==> src/verilog/mt16_map.vh <==
// Register map, field positions and reset values of the match timer
`ifndef MT16_MAP_VH
`define MT16_MAP_VH
`define MT16_ADDR_W        8
`define MT16_OFF_LPCFG     8'h00
`define MT16_OFF_RUN       8'h04
`define MT16_OFF_CTRL      8'h08
`define MT16_OFF_CMP       8'h0C
`define MT16_OFF_SNAP      8'h10
`define MT16_OFF_IRQ_STAT  8'h14
`define MT16_OFF_IRQ_MASK  8'h18
`define MT16_OFF_CHAN_ID   8'h1C
`define MT16_LP_IDLE_BIT   0
`define MT16_LP_HALT_BIT   1
`define MT16_RUN_BIT       0
`define MT16_CR_CLK_BIT    0
`define MT16_CR_FFC_LO     4
`define MT16_CR_FFC_HI     5
`define MT16_CR_MATCH_TOGGLE_ENABLE_BIT   7
`define MT16_CR_COUNTER_CLEAR_CTL_BIT   15
`define MT16_FFC_INVERT    2'h0
`define MT16_FFC_SET       2'h1
`define MT16_FFC_CLEAR     2'h2
`define MT16_FFC_NOP       2'h3
`define MT16_IRQ_MATCH_BIT 0
`define MT16_ZERO16        16'h0000
`define MT16_ZERO32        32'h0000_0000
`define MT16_PRESC_DIV     8
`endif

==> src/verilog/mt16_presc.v <==
// Prescaler that makes a one-cycle enable pulse for the slow source clock
`timescale 1ns/1ps
`include "mt16_map.vh"
module mt16_presc #(
	parameter DIV = `MT16_PRESC_DIV
) (
	input  wire i_sys_clk,
	input  wire i_reset,
	input  wire i_run,
	output reg  o_tick
);
	localparam CW = (DIV > 1) ? $clog2(DIV) : 1;
	localparam [31:0]   LAST_FULL = DIV - 1;
	localparam [CW-1:0] LAST      = LAST_FULL[CW-1:0];
	reg [CW-1:0] count;
	always @(posedge i_sys_clk) begin
		if (i_reset || !i_run) begin
			count  <= {CW{1'b0}};
			o_tick <= 1'b0;
		end else if (count == LAST) begin
			count  <= {CW{1'b0}};
			o_tick <= 1'b1;
		end else begin
			count  <= count + 1'b1;
			o_tick <= 1'b0;
		end
	end
endmodule // mt16_presc

==> src/verilog/mt16_timer.v <==
// One 16-bit match timer channel with register port and interrupt
// How it works
// - Eight word registers at offsets 0x00, 0x04, 0x08, 0x0C, 0x10, 0x14, 0x18, 0x1C.
// - Config bit 1 set stops counting during debug halt.
// - Config bit 0 clear stops counting in idle mode.
// - Match interrupt, square output, live count read; channel index readable.
// - Count up each source tick; equal to compare reloads zero.
// - Counter equal to compare raises the match interrupt.
// - Force field: 00 invert, 01 set, 10 clear, 11 none; reads 11.
// - Run clear stops and holds the count.
`timescale 1ns/1ps
`include "mt16_map.vh"
module mt16_timer #(
	parameter       CNT_W   = 16,
	parameter       DIV     = `MT16_PRESC_DIV,
	parameter [7:0] CHAN_ID = 8'h00
) (
	input  wire                    i_sys_clk,
	input  wire                    i_reset,
	input  wire [`MT16_ADDR_W-1:0] i_addr,
	input  wire [31:0]             i_wdata,
	input  wire                    i_wr,
	input  wire                    i_rd,
	output reg  [31:0]             o_rdata,
	input  wire                    i_idle,
	input  wire                    i_debug_halt,
	output reg                     o_square_out,
	output wire                    o_match_irq
);
	reg              idle_keep_running;
	reg              halt_stop;
	reg              run;
	reg              clk_sel;
	reg              match_toggle_enable;
	reg              counter_clear_ctl;
	reg  [CNT_W-1:0] compare_value;
	reg  [CNT_W-1:0] count;
	reg              irq_stat;
	reg              irq_mask;
	wire             presc_tick;
	wire             sel_lp;
	wire             sel_run;
	wire             sel_cr;
	wire             sel_cmp;
	wire             sel_snap;
	wire             sel_stat;
	wire             sel_mask;
	wire             gated;
	wire             tick;
	wire             match;
	wire [1:0]       ffc;

	assign sel_lp   = (i_addr == `MT16_OFF_LPCFG);
	assign sel_run  = (i_addr == `MT16_OFF_RUN);
	assign sel_cr   = (i_addr == `MT16_OFF_CTRL);
	assign sel_cmp  = (i_addr == `MT16_OFF_CMP);
	assign sel_snap = (i_addr == `MT16_OFF_SNAP);
	assign sel_stat = (i_addr == `MT16_OFF_IRQ_STAT);
	assign sel_mask = (i_addr == `MT16_OFF_IRQ_MASK);
	assign ffc      = i_wdata[`MT16_CR_FFC_HI:`MT16_CR_FFC_LO];

	// Automatic stop in idle or debug halt
	assign gated = run
		&& !(i_idle && !idle_keep_running)
		&& !(i_debug_halt && halt_stop);

	mt16_presc #(
		.DIV (DIV)
	) u_presc (
		.i_sys_clk (i_sys_clk),
		.i_reset   (i_reset),
		.i_run     (gated),
		.o_tick    (presc_tick)
	);

	// Source clock select
	assign tick  = gated && (clk_sel ? presc_tick : 1'b1);
	assign match = tick && (count == compare_value);

	// Registers written by software
	always @(posedge i_sys_clk) begin
		if (i_reset) begin
			idle_keep_running   <= 1'b0;
			halt_stop           <= 1'b0;
			run                 <= 1'b0;
			clk_sel             <= 1'b0;
			match_toggle_enable <= 1'b0;
			counter_clear_ctl   <= 1'b0;
			compare_value       <= {CNT_W{1'b0}};
			irq_mask            <= 1'b0;
		end else if (i_wr) begin
			if (sel_lp) begin
				idle_keep_running <= i_wdata[`MT16_LP_IDLE_BIT];
				halt_stop         <= i_wdata[`MT16_LP_HALT_BIT];
			end
			if (sel_run)
				run <= i_wdata[`MT16_RUN_BIT];
			if (sel_cr) begin
				clk_sel             <= i_wdata[`MT16_CR_CLK_BIT];
				match_toggle_enable <= i_wdata[`MT16_CR_MATCH_TOGGLE_ENABLE_BIT];
				counter_clear_ctl   <= i_wdata[`MT16_CR_COUNTER_CLEAR_CTL_BIT];
			end
			if (sel_cmp)
				compare_value <= i_wdata[CNT_W-1:0];
			if (sel_mask)
				irq_mask <= i_wdata[`MT16_IRQ_MATCH_BIT];
		end
	end

	// Counter: snapshot write loads, match reloads zero, run clear holds
	always @(posedge i_sys_clk) begin
		if (i_reset) begin
			count <= {CNT_W{1'b0}};
		end else if (i_wr && sel_snap) begin
			count <= i_wdata[CNT_W-1:0];
		end else if (match) begin
			count <= {CNT_W{1'b0}};
		end else if (tick) begin
			count <= count + 1'b1;
		end
	end

	// Square output: software force, else toggle on match
	always @(posedge i_sys_clk) begin
		if (i_reset) begin
			o_square_out <= 1'b0;
		end else if (i_wr && sel_cr && ffc != `MT16_FFC_NOP) begin
			case (ffc)
				`MT16_FFC_INVERT: o_square_out <= ~o_square_out;
				`MT16_FFC_SET:    o_square_out <= 1'b1;
				`MT16_FFC_CLEAR:  o_square_out <= 1'b0;
				default:          o_square_out <= o_square_out;
			endcase
		end else if (match && match_toggle_enable) begin
			o_square_out <= ~o_square_out;
		end
	end

	// Sticky match status, write one to clear, set wins
	always @(posedge i_sys_clk) begin
		if (i_reset)
			irq_stat <= 1'b0;
		else if (match)
			irq_stat <= 1'b1;
		else if (i_wr && sel_stat && i_wdata[`MT16_IRQ_MATCH_BIT])
			irq_stat <= 1'b0;
	end

	assign o_match_irq = irq_stat & irq_mask;

	// Read data, one cycle after the strobe
	always @(posedge i_sys_clk) begin
		if (i_reset) begin
			o_rdata <= `MT16_ZERO32;
		end else if (i_rd) begin
			o_rdata <= `MT16_ZERO32;
			case (i_addr)
				`MT16_OFF_LPCFG: begin
					o_rdata[`MT16_LP_IDLE_BIT] <= idle_keep_running;
					o_rdata[`MT16_LP_HALT_BIT] <= halt_stop;
				end
				`MT16_OFF_RUN: o_rdata[`MT16_RUN_BIT] <= run;
				`MT16_OFF_CTRL: begin
					o_rdata[`MT16_CR_CLK_BIT]  <= clk_sel;
					o_rdata[`MT16_CR_FFC_HI:`MT16_CR_FFC_LO] <= `MT16_FFC_NOP;
					o_rdata[`MT16_CR_MATCH_TOGGLE_ENABLE_BIT] <= match_toggle_enable;
					o_rdata[`MT16_CR_COUNTER_CLEAR_CTL_BIT] <= counter_clear_ctl;
				end
				`MT16_OFF_CMP:      o_rdata[CNT_W-1:0] <= compare_value;
				`MT16_OFF_SNAP:     o_rdata[CNT_W-1:0] <= count;
				`MT16_OFF_IRQ_STAT: o_rdata[`MT16_IRQ_MATCH_BIT] <= irq_stat;
				`MT16_OFF_IRQ_MASK: o_rdata[`MT16_IRQ_MATCH_BIT] <= irq_mask;
				`MT16_OFF_CHAN_ID:  o_rdata[7:0] <= CHAN_ID;
				default:            o_rdata <= `MT16_ZERO32;
			endcase
		end else begin
			o_rdata <= `MT16_ZERO32;
		end
	end
endmodule // mt16_timer
==> config.mk <==
export PLATFORM = sky130hd
export DESIGN_NAME = mt16_timer
export DESIGN_NICKNAME = d
export VERILOG_FILES = /design/src/verilog/mt16_presc.v /design/src/verilog/mt16_timer.v
export VERILOG_INCLUDE_DIRS = /design/src /design/src/verilog
export SDC_FILE = /design/constraint.sdc
export NUM_CORES = 1
export LEC_CHECK = 0
export BUFFER_PORTS_ARGS = -buffer_cell sky130_fd_sc_hd__buf_2
export CAP_MARGIN = 20
export CORE_MARGIN = 4
export CORE_UTILIZATION = 26
export CTS_BUF_LIST = sky130_fd_sc_hd__clkbuf_16
export DETAILED_ROUTE_END_ITERATION = 7
export HOLD_SLACK_MARGIN = 0.12
export PLACE_DENSITY = 0.42
export SLEW_MARGIN = 40
export SYNTH_ARGS = -nofsm -noshare
export SYNTH_HDL_FRONTEND = slang
export SYNTH_SLANG_ARGS = --single-unit
==> constraint.sdc <==
create_clock -name i_sys_clk -period 2.14 [get_ports i_sys_clk]
set_input_delay 0.214 -clock i_sys_clk [delete_from_list [all_inputs] [get_ports i_sys_clk]]
set_output_delay 0.214 -clock i_sys_clk [all_outputs]
set_load 0.03 [all_outputs]
==> flow_summary.ini, run 1 <==
[worst_setup_path]
critPathArrivalTime_ps = 2230
worstPathRequired_ps = 2350
critical_path_class = reg -> reg
path_cells = xor2_1 > nor4_2 > nand4_1 > or4_1 > o311a_1
cp-start-kind = flip-flop
slowest_stage = or4_1
critical-path-max-stage-delay_ps = 580
critical_path.top_delay_family = simple AND/OR/NAND/NOR gates
critPathBufInv = 0
endpoint_kind = flip-flop
crit_fanout = 3

[grt]
grt_pass1_wl_mm = 16.6
grt_overflow_total = 0
grt_use_total = 0.150
grt_max_degree = 43
grt_pass1_vias = 3021
antenna_found_initial = 0

[detailed_routing]
wl_met1_mm = 5.06
vias = 3111
drt_pass1_iterations = 4
drt_iter0_drc = 249
met3_wirelength_um = 483
wl_per_cell_um = 16.2
wl_mm = 10.5
vias_per_cell = 4.79
ant_nets = 0
top_layer = met4
dr_wl_met2_mm = 4.84
remaining_drc_errors = 0

[timing]
fin_crit_ps = 2020
fmax_ghz = 0.496
rsz0062_at_grt = false
setup_viol = 0
skew_ps = 4.65
timing.hold.ws_ps = 154
fin_crit_sh = 0.942
hold_viol = 0
fin_tns_setup_ps = 0
drv_slew = 0

[power_and_ir_drop]
vdd_drop_max_uv = 409
power.density_nw_per_um2 = 646
p_leak_nw = 1.66

[run]
max_cap_violations = 0

[synthesis]
yosysWarnings = 0
syn_area_per_cell_sq_um = 8.11
ys_types = 51
synth_ff_type = dfxtp_1
synth_cells = 410
synth_seq_area_share = 0.367
ys_ff_latch = 61
synth_edf_count = 0
async_reset_ff_frac = 0
synthesis.area_sq_um = 3320

[status]
status = finished, final reports clean

[floorplanning]
fp.dieArea_sq_um = 14700
initial_core_util = 0.264
row_count = 41
ios = 80
die_y_um = 121
die_w_um = 121
core_area_sq_um = 12600

[final_layout]
diodes = 0
drive_gt1_frac = 0.233
n_fill_cell = 1377
nets = 525
syn2layout_area_growth_pct = 25.6
post-route-util = 0.332

[cts]
cts.htree.levels = 3
cts-root-buf = clkbuf_16
cts_tree = yes
cts_inserted_buffers = 9
clkTransAtPathRegs_ps = 50
clk_latency_ps = 330
clock_sinks = 61
clockBufferDepth = 2

[place]
dp_hpwl_mm = 7.71
port_buffers = 47
gp_congestion = 0.817

[worst_hold_path]
hold_path_class = in -> reg
==> worst reg2reg max path: stages (launching register included) <==
cell and delay, ps:
dfxtp_1 330, xor2_1 180, nor4_2 390, nand4_1 300, or4_1 580, o311a_1 130
==> through the flow <==
step	instance area, sq um	total power [W]	cells	worst slack, ps
2_1_floorplan	3380	0.00128	425	253
3_3_place_gp	3880	0.00133	633	71.4
3_5_place_dp	3880	0.00133	633	58.5
4_1_cts	4170	0.00274	649	35.7
5_1_grt	4170	0.00281	649	10.6
6_report	4170	0.00270	649	124
==> layout make-up <==
type,count,area [sq um],share of cell area
timing repair buffer,86,566,0.135
clock buffer,9,225,0.0540
sequential,61,1220,0.293
clock inverter,7,58.8,0.0141
multi-input combinational,308,1870,0.447
tap,172,215,0.0516
inverter,6,22.5,0.00540
==> power by group <==
| group | internal [W] | total (W) | switching [W] |
|---|---|---|---|
| logic | 0.0000454 | 0.000168 | 0.000122 |
| registers | 0.00114 | 0.00114 | 0.000000856 |
| clock network | 0.000883 | 0.00139 | 0.000508 |
==> final timing paths <==
check             depth (start not counted)  slack (ps)                             end                           start
setup reg to reg                          5         120       o_square_out$_SDFFE_PP0P_  compare_value[15]$_SDFFE_PP0P_
hold / removal                            3         150  compare_value[11]$_SDFFE_PP0P_                     i_wdata[11]
setup / recovery                          5         120       o_square_out$_SDFFE_PP0P_  compare_value[15]$_SDFFE_PP0P_
hold reg to reg                           1         430     u_presc.count[0]$_SDFF_PP0_     u_presc.count[0]$_SDFF_PP0_
==> metal layers <==
layer | vias to the layer above | GRT usage
li1 | 1574 | -
met1 | 1448 | 0.208
met2 | 78 | 0.226
met3 | 11 | 0.0322
met4 | 0 | 0.0567
met5 | - | 0
==> flip-flops by register name, summed over array words and instances (netlist names) <==
name and flops:
irq_stat 1, run 1, counter_clear_ctl 1, clk_sel 1
halt_stop 1, match_toggle_enable 1, u_presc.count 3, o_rdata 16
irq_mask 1, o_square_out 1, count 16, idle_keep_running 1
compare_value 16, u_presc.o_tick 1
==> synth_stat cells (2+ instances only) <==
cell | count | area (sq um)
or3_1 | 5 | 31.3
nor4_1 | 8 | 50.1
inv_1 | 6 | 22.5
nor3b_1 | 2 | 15.0
and2_1 | 10 | 62.6
clkbuf_1 | 18 | 67.6
nor2_1 | 22 | 82.6
buf_2 | 12 | 60.1
o21a_1 | 2 | 15.0
nand3_1 | 44 | 220
o2111ai_1 | 2 | 17.5
mux2i_1 | 3 | 30.0
a221oi_1 | 4 | 35.0
nand4_1 | 4 | 25.0
mux2_2 | 2 | 22.5
a31oi_1 | 13 | 81.3
nor3_1 | 15 | 75.1
xor2_1 | 16 | 140
o211ai_1 | 9 | 67.6
a22oi_1 | 13 | 97.6
o21ai_0 | 3 | 15.0
nor2b_1 | 2 | 12.5
nand2_1 | 47 | 176
buf_6 | 2 | 22.5
ha_1 | 7 | 87.6
and4_1 | 2 | 17.5
nor4_2 | 3 | 37.5
buf_4 | 17 | 128
dfxtp_1 | 61 | 1220
and3_1 | 4 | 25.0
or4b_1 | 4 | 40.0
a21oi_1 | 28 | 140
nand2b_1 | 2 | 12.5
==> cells in the final DEF (no fill, tap or decap), drive strengths merged, types with 2 or more instances in the layout <==
cell and instances:
a21oi 28, a221oi 4, a22oi 13, a31oi 13, and2 10, and3 4
and4 2, buf 86, clkbuf 9, clkinv 3, conb 16, dfxtp 61
ha 7, inv 8, mux2 2, mux2i 3, nand2 47, nand2b 2
nand3 44, nand4 4, nor2 22, nor2b 2, nor3 16, nor3b 2
nor4 11, nor4b 2, o2111ai 2, o211ai 9, o21a 2, o21ai 3
or3 5, or4b 4, xor2 16
==> timing repair <==
action                                  CTS  global route
gates resized for setup                   0             1
setup buffers                             0             0
hold buffers                              0             0
endpoints found under the setup margin    0             4
endpoints found under the hold margin     0             0
==> cells by family after synthesis <==
| group | share of synthesized area |
|---|---|
| and+or+nand+nor | 0.293 |
| AOI/OAI and AO/OA | 0.162 |
| DFF | 0.367 |
| buffers and inverters | 0.0915 |
| xor gates and xnor gates | 0.0422 |
| adders and majority gates | 0.0264 |
| muxes | 0.0158 |
| other | 0.00113 |
(Power assumes the default switching activity.)
==> inputs of run 2 (changes only) <==
- ABC_AREA: default -> 1
- PLACE_DENSITY: 0.42 -> 0.41
- SYNTH_HIERARCHICAL: default -> 1
==> flow_summary.ini, run 2 <==
[status]
status = finished, final reports clean

[grt]
antenna_found_initial = 0
grtUsageMet2 = 0.243
grt_max_degree = 31
use_met1 = 0.181
grt_use_met3 = 0.0414
grt.busiest_layer = met2
grt_use_total = 0.145
grt_pass1_wl_mm = 18.4
grt_overflow_total = 0
grt_pass1_vias = 3589

[power_and_ir_drop]
vdd_drop_max_uv = 420
power.density_nw_per_um2 = 656
p_leak_nw = 2.09
fin_total_pwr_w = 0.00290

[cts]
cts.htree.levels = 3
cts-root-buf = clkbuf_16
cts-resized-gates = 0
clockBufferDepth = 2
cts_inserted_buffers = 9
cts_tree = yes
clk_latency_ps = 340
hold_buffers = 0
postCtsSetupRepairBufs = 0
clock_sinks = 61
clkTransAtPathRegs_ps = 60

[worst_setup_path]
critPathBufInv = 2
crit_fanout = 12
slowest_stage = dfxtp_1
critical_path.top_delay_family = simple AND/OR/NAND/NOR gates
cp-start-kind = flip-flop
critical_path_class = reg -> reg
worstPathRequired_ps = 2380
path_cells = inv_1 > nand2_1 > nand2_1 > nor2_1 > nand2_1 > nor2_1 > nand2_1 > nand4_1 > nand3_1 > nand2_1 > inv_1
endpoint_kind = flip-flop
critPathArrivalTime_ps = 2070
path_common_cell = nand2_1
critical-path-max-stage-delay_ps = 430

[detailed_routing]
remaining_drc_errors = 0
ant_nets = 0
drt_iter0_drc = 189
drt_pass1_iterations = 4
wl_per_cell_um = 14.1
wl_mm = 11.3
vias = 3580
vias_per_cell = 4.46

[timing]
worst_slew_pin_slew_ps = 520
drv_slew = 0
skew_ps = 7.01
hold_viol = 0
fmax_ghz = 0.546
setup_viol = 0
fin_crit_ps = 1830
maxSlewHeadroom = 0.650
fin_tns_setup_ps = 0
fin_crit_sh = 0.856
rsz0062_at_grt = false

[synthesis]
async_reset_ff_frac = 0
synth_ff_type = dfxtp_1
synthesis.area_sq_um = 3720
synth_cells = 568
ys_types = 35
yosys.area.top_type_share = 0.329
ys_ff_latch = 61
yosysWarnings = 6
synthTopCellsByArea = dfxtp_1 33%, nand2_1 14%, inv_1 10%
synth_edf_count = 0
synth_commonest_cells = 134 x nand2_1, 99 x inv_1, 61 x dfxtp_1
syn_area_per_cell_sq_um = 6.54
yosys.cell_count.top_type = nand2_1
yosysTopAreaCell = dfxtp_1
synth_seq_area_share = 0.329

[final_layout]
syn2layout_area_growth_pct = 18.8
multi_input_area_sq_um = 1930
diodes = 0
register_area_sq_um = 1220
nets = 670
final_cell_mix = 134 x nand2_1, 99 x inv_1, 61 x dfxtp_1, 53 x a21oi_1, 49 x nor2_1
layout_commonest_cell = nand2_1
drive_gt1_frac = 0.154
top_regs = compare_value x16, count x16, o_rdata x16
n_fill_cell = 1536

[place]
dp_hpwl_mm = 8.25
gp_congestion = 0.841
port_buffers = 47

[floorplanning]
die_w_um = 128
initial_core_util = 0.267
row_count = 43
die_y_um = 128
core_area_sq_um = 13900
ios = 80
fp.dieArea_sq_um = 16300

[run]
max_cap_violations = 0

[worst_hold_path]
hold_path_class = in -> reg
run 2: changes by cell type after synthesis, moves of 12 or more:
cell,delta
o21ai_0,+27
clkbuf_1,-12
nand3_1,-23
nand2_1,+87
inv_1,+93
a22oi_1,-13
a21oi_1,+25
nand4_1,+12
nor2_1,+27
a31oi_1,-12
run 2: worst reg2reg max path, stage by stage, from the launching register on:
cell and delay [ps]:
dfxtp_1 430, inv_1 130, nand2_1 80, nand2_1 50, nor2_1 190, nand2_1 80
nor2_1 100, nand2_1 290, nand4_1 200, nand3_1 80, nand2_1 60, inv_1 30
run 2: worst paths after layout:
kind / cells past startpoint / startpoint / slack (ps) / endpoint
worst max-delay path: 11 / count[12]$_SDFFE_PP0P_ / 310 / count[11]$_SDFFE_PP0P_
worst max register to register: 11 / count[12]$_SDFFE_PP0P_ / 310 / count[11]$_SDFFE_PP0P_
worst min-delay path: 3 / i_wdata[11] / 130 / compare_value[11]$_SDFFE_PP0P_
worst min register to register: 1 / u_presc/count[0]$_SDFF_PP0_ / 420 / u_presc/count[0]$_SDFF_PP0_
run 2: per-stage QoR:
step,hold slack [ps],util,cell area [sq um],cells,setup WS (ps)
finish,130,0.317,4420,802,308
global route,134,0.317,4420,802,47.8
CTS,121,0.317,4420,802,287
detailed placement,411,0.294,4090,786,307
global placement,409,0.294,4090,786,335
floorplan,356,-,3770,583,785
run 2: routing by layer:
metal	vias to the layer above	wire length [um]
met3	14	597
li1	1860	-
met5	-	0
met2	72	5340
met1	1634	5210
met4	0	174
run 2: kinds of logic (layout without fill, tap and decap cells):
| kind of cell | after synthesis | after routing | synth area share |
|---|---|---|---|
| simple gates | 241 | 241 | 0.289 |
| xor+xnor | 11 | 11 | 0.0259 |
| buf+inv | 139 | 178 | 0.167 |
| fa+ha+maj | 7 | 7 | 0.0236 |
| other cells | 1 | 16 | 0.00101 |
| compound gates | 108 | 108 | 0.165 |
| flops | 61 | 61 | 0.329 |
run 2: power breakdown:
| group | total [W] | switching (W) | internal [W] | leakage (nW) |
|---|---|---|---|---|
| clock network | 0.00161 | 0.000584 | 0.00102 | 0.148 |
| logic | 0.000152 | 0.000114 | 0.0000386 | 1.45 |
| registers | 0.00114 | 0.00000176 | 0.00114 | 0.491 |
run 2: final cells by class:
type                    count  area share
multi-input cells         383       0.438
flip-flops and latches     61       0.277
inverters                 103      0.0876
repair buffers             59      0.0737
clock buffers               9      0.0510
well taps                 180      0.0510
clock inverters             7      0.0227
==> inputs of run 3 (changes only) <==
- PLACE_DENSITY: 0.41 -> default
==> flow_summary.ini, run 3 (synthesis results as in run 2) <==
[grt]
grt_use_total = 0.129
antenna_found_initial = 0
grt_overflow_total = 0
grt_pass1_vias = 3403
grt_max_degree = 31
grt_pass1_wl_mm = 16.8

[detailed_routing]
remaining_drc_errors = 0
wl_per_cell_um = 12.8
ant_nets = 0
drt_iter0_drc = 204
vias = 3565
drt_pass1_iterations = 4
vias_per_cell = 4.46
wl_mm = 10.3

[cts]
clockBufferDepth = 2
clkTransAtPathRegs_ps = 50
cts_inserted_buffers = 9
clock_sinks = 61
clk_latency_ps = 330
postCtsSetupRepairBufs = 0
cts-root-buf = clkbuf_16
hold_buffers = 0
cts.htree.levels = 3
cts-resized-gates = 0
cts_tree = yes

[floorplanning]
fp.dieArea_sq_um = 16300
die_w_um = 128
row_count = 43
ios = 80
initial_core_util = 0.267
die_y_um = 128
core_area_sq_um = 13900

[worst_setup_path]
critPathArrivalTime_ps = 2050
rr_startpoint = count[7]$_SDFFE_PP0P_
endpoint_kind = flip-flop
critical_path_class = reg -> reg
slowest_stage = dfxtp_1
path_common_cell = nand2_1
critical-path-max-stage-delay_ps = 470
crit_start = count[7]$_SDFFE_PP0P_
cp-start-kind = flip-flop
path_cells = inv_1 > nand2_1 > nand2_1 > nor2_1 > nand2_1 > nor2_1 > nand2_1 > nand4_1 > nand3_1 > nand2_1 > inv_1
crit_fanout = 12
worstPathRequired_ps = 2370

[power_and_ir_drop]
power_frac_comb = 0.054
power.density_nw_per_um2 = 637
vdd_drop_max_uv = 279
power.internal_w = 0.00218
power.switching_w = 0.000616
switching_share = 0.221
p_leak_nw = 2.09
pwr-share-clk = 0.538
power_frac_seq = 0.408

[final_layout]
final_cell_mix = 134 x nand2_1, 100 x inv_1, 61 x dfxtp_1, 53 x a21oi_1, 49 x nor2_1
diodes = 0
layout_commonest_cell = nand2_1
n_fill_cell = 1523
post-route-util = 0.315
syn2layout_area_growth_pct = 18.1
top_regs = compare_value x16, count x16, o_rdata x16
drive_gt1_frac = 0.148
nets = 669

[place]
dp_hpwl_mm = 7.72
gp_congestion = 0.908
port_buffers = 47

[timing]
hold_viol = 0
fin_crit_sh = 0.849
rsz0062_at_grt = false
timing.hold.ws_ps = 141
drv_slew = 0
setup_viol = 0
maxSlewHeadroom = 0.581
worst_slew_pin_slew_ps = 622
skew_ps = 3.90
fin_tns_setup_ps = 0
fmax_ghz = 0.551
fin_crit_ps = 1820

[status]
status = finished, final reports clean

[run]
max_cap_violations = 0

[worst_hold_path]
hp-start = i_wdata[12]
hold_path_class = in -> reg
run 3: through the flow:
stage	total power (W)	worst slack, ps	cells	area [sq um]
floorplan	0.00128	785	583	3770
global placement	0.00132	363	785	4080
detailed placement	0.00131	349	785	4080
CTS	0.00282	341	800	4390
global route	0.00289	98.1	800	4390
finish	0.00279	324	800	4390
run 3: final cells by class:
| cell class | instances | area, sq um | share of cell area |
|---|---|---|---|
| Sequential cell | 61 | 1220 | 0.278 |
| Clock buffer | 9 | 225 | 0.0513 |
| Timing Repair Buffer | 58 | 318 | 0.0724 |
| Inverter | 103 | 387 | 0.0881 |
| Clock inverter | 6 | 80.1 | 0.0182 |
| Multi-Input combinational cell | 383 | 1930 | 0.440 |
| Tap cell | 180 | 225 | 0.0513 |
run 3: power groups by stage:
| stage | combinational, W | clock (W) | sequential, W |
|---|---|---|---|
| final | 0.000151 | 0.00150 | 0.00114 |
| after global routing | 0.000167 | 0.00159 | 0.00114 |
| after CTS | 0.000152 | 0.00153 | 0.00114 |
| after detailed placement | 0.000151 | 0 | 0.00116 |
| after global placement | 0.000152 | 0 | 0.00116 |
| after floorplan | 0.000115 | 0 | 0.00116 |
run 3: routing by layer:
layer,wire length [um],track usage,up-vias
li1,-,-,1865
met1,4510,0.158,1608
met2,5050,0.221,81
met3,507,0.0230,11
met4,184,0.0536,0
met5,0,0,-
run 3: worst max-delay path: cells and delay by family, from the launching register on:
| family | cells | cell delay (ps) |
|---|---|---|
| buf+inv | 2 | 140 |
| simple gates | 9 | 1100 |
| flops | 1 | 470 |
run 3: worst paths after layout:
path	endpoint	slack, ps	cells after the start
worst max-delay path	count[6]$_SDFFE_PP0P_	320	11
worst min register to register	u_presc/count[0]$_SDFF_PP0_	420	1
worst max register to register	count[6]$_SDFFE_PP0P_	320	11
worst min-delay path	compare_value[12]$_SDFFE_PP0P_	140	3
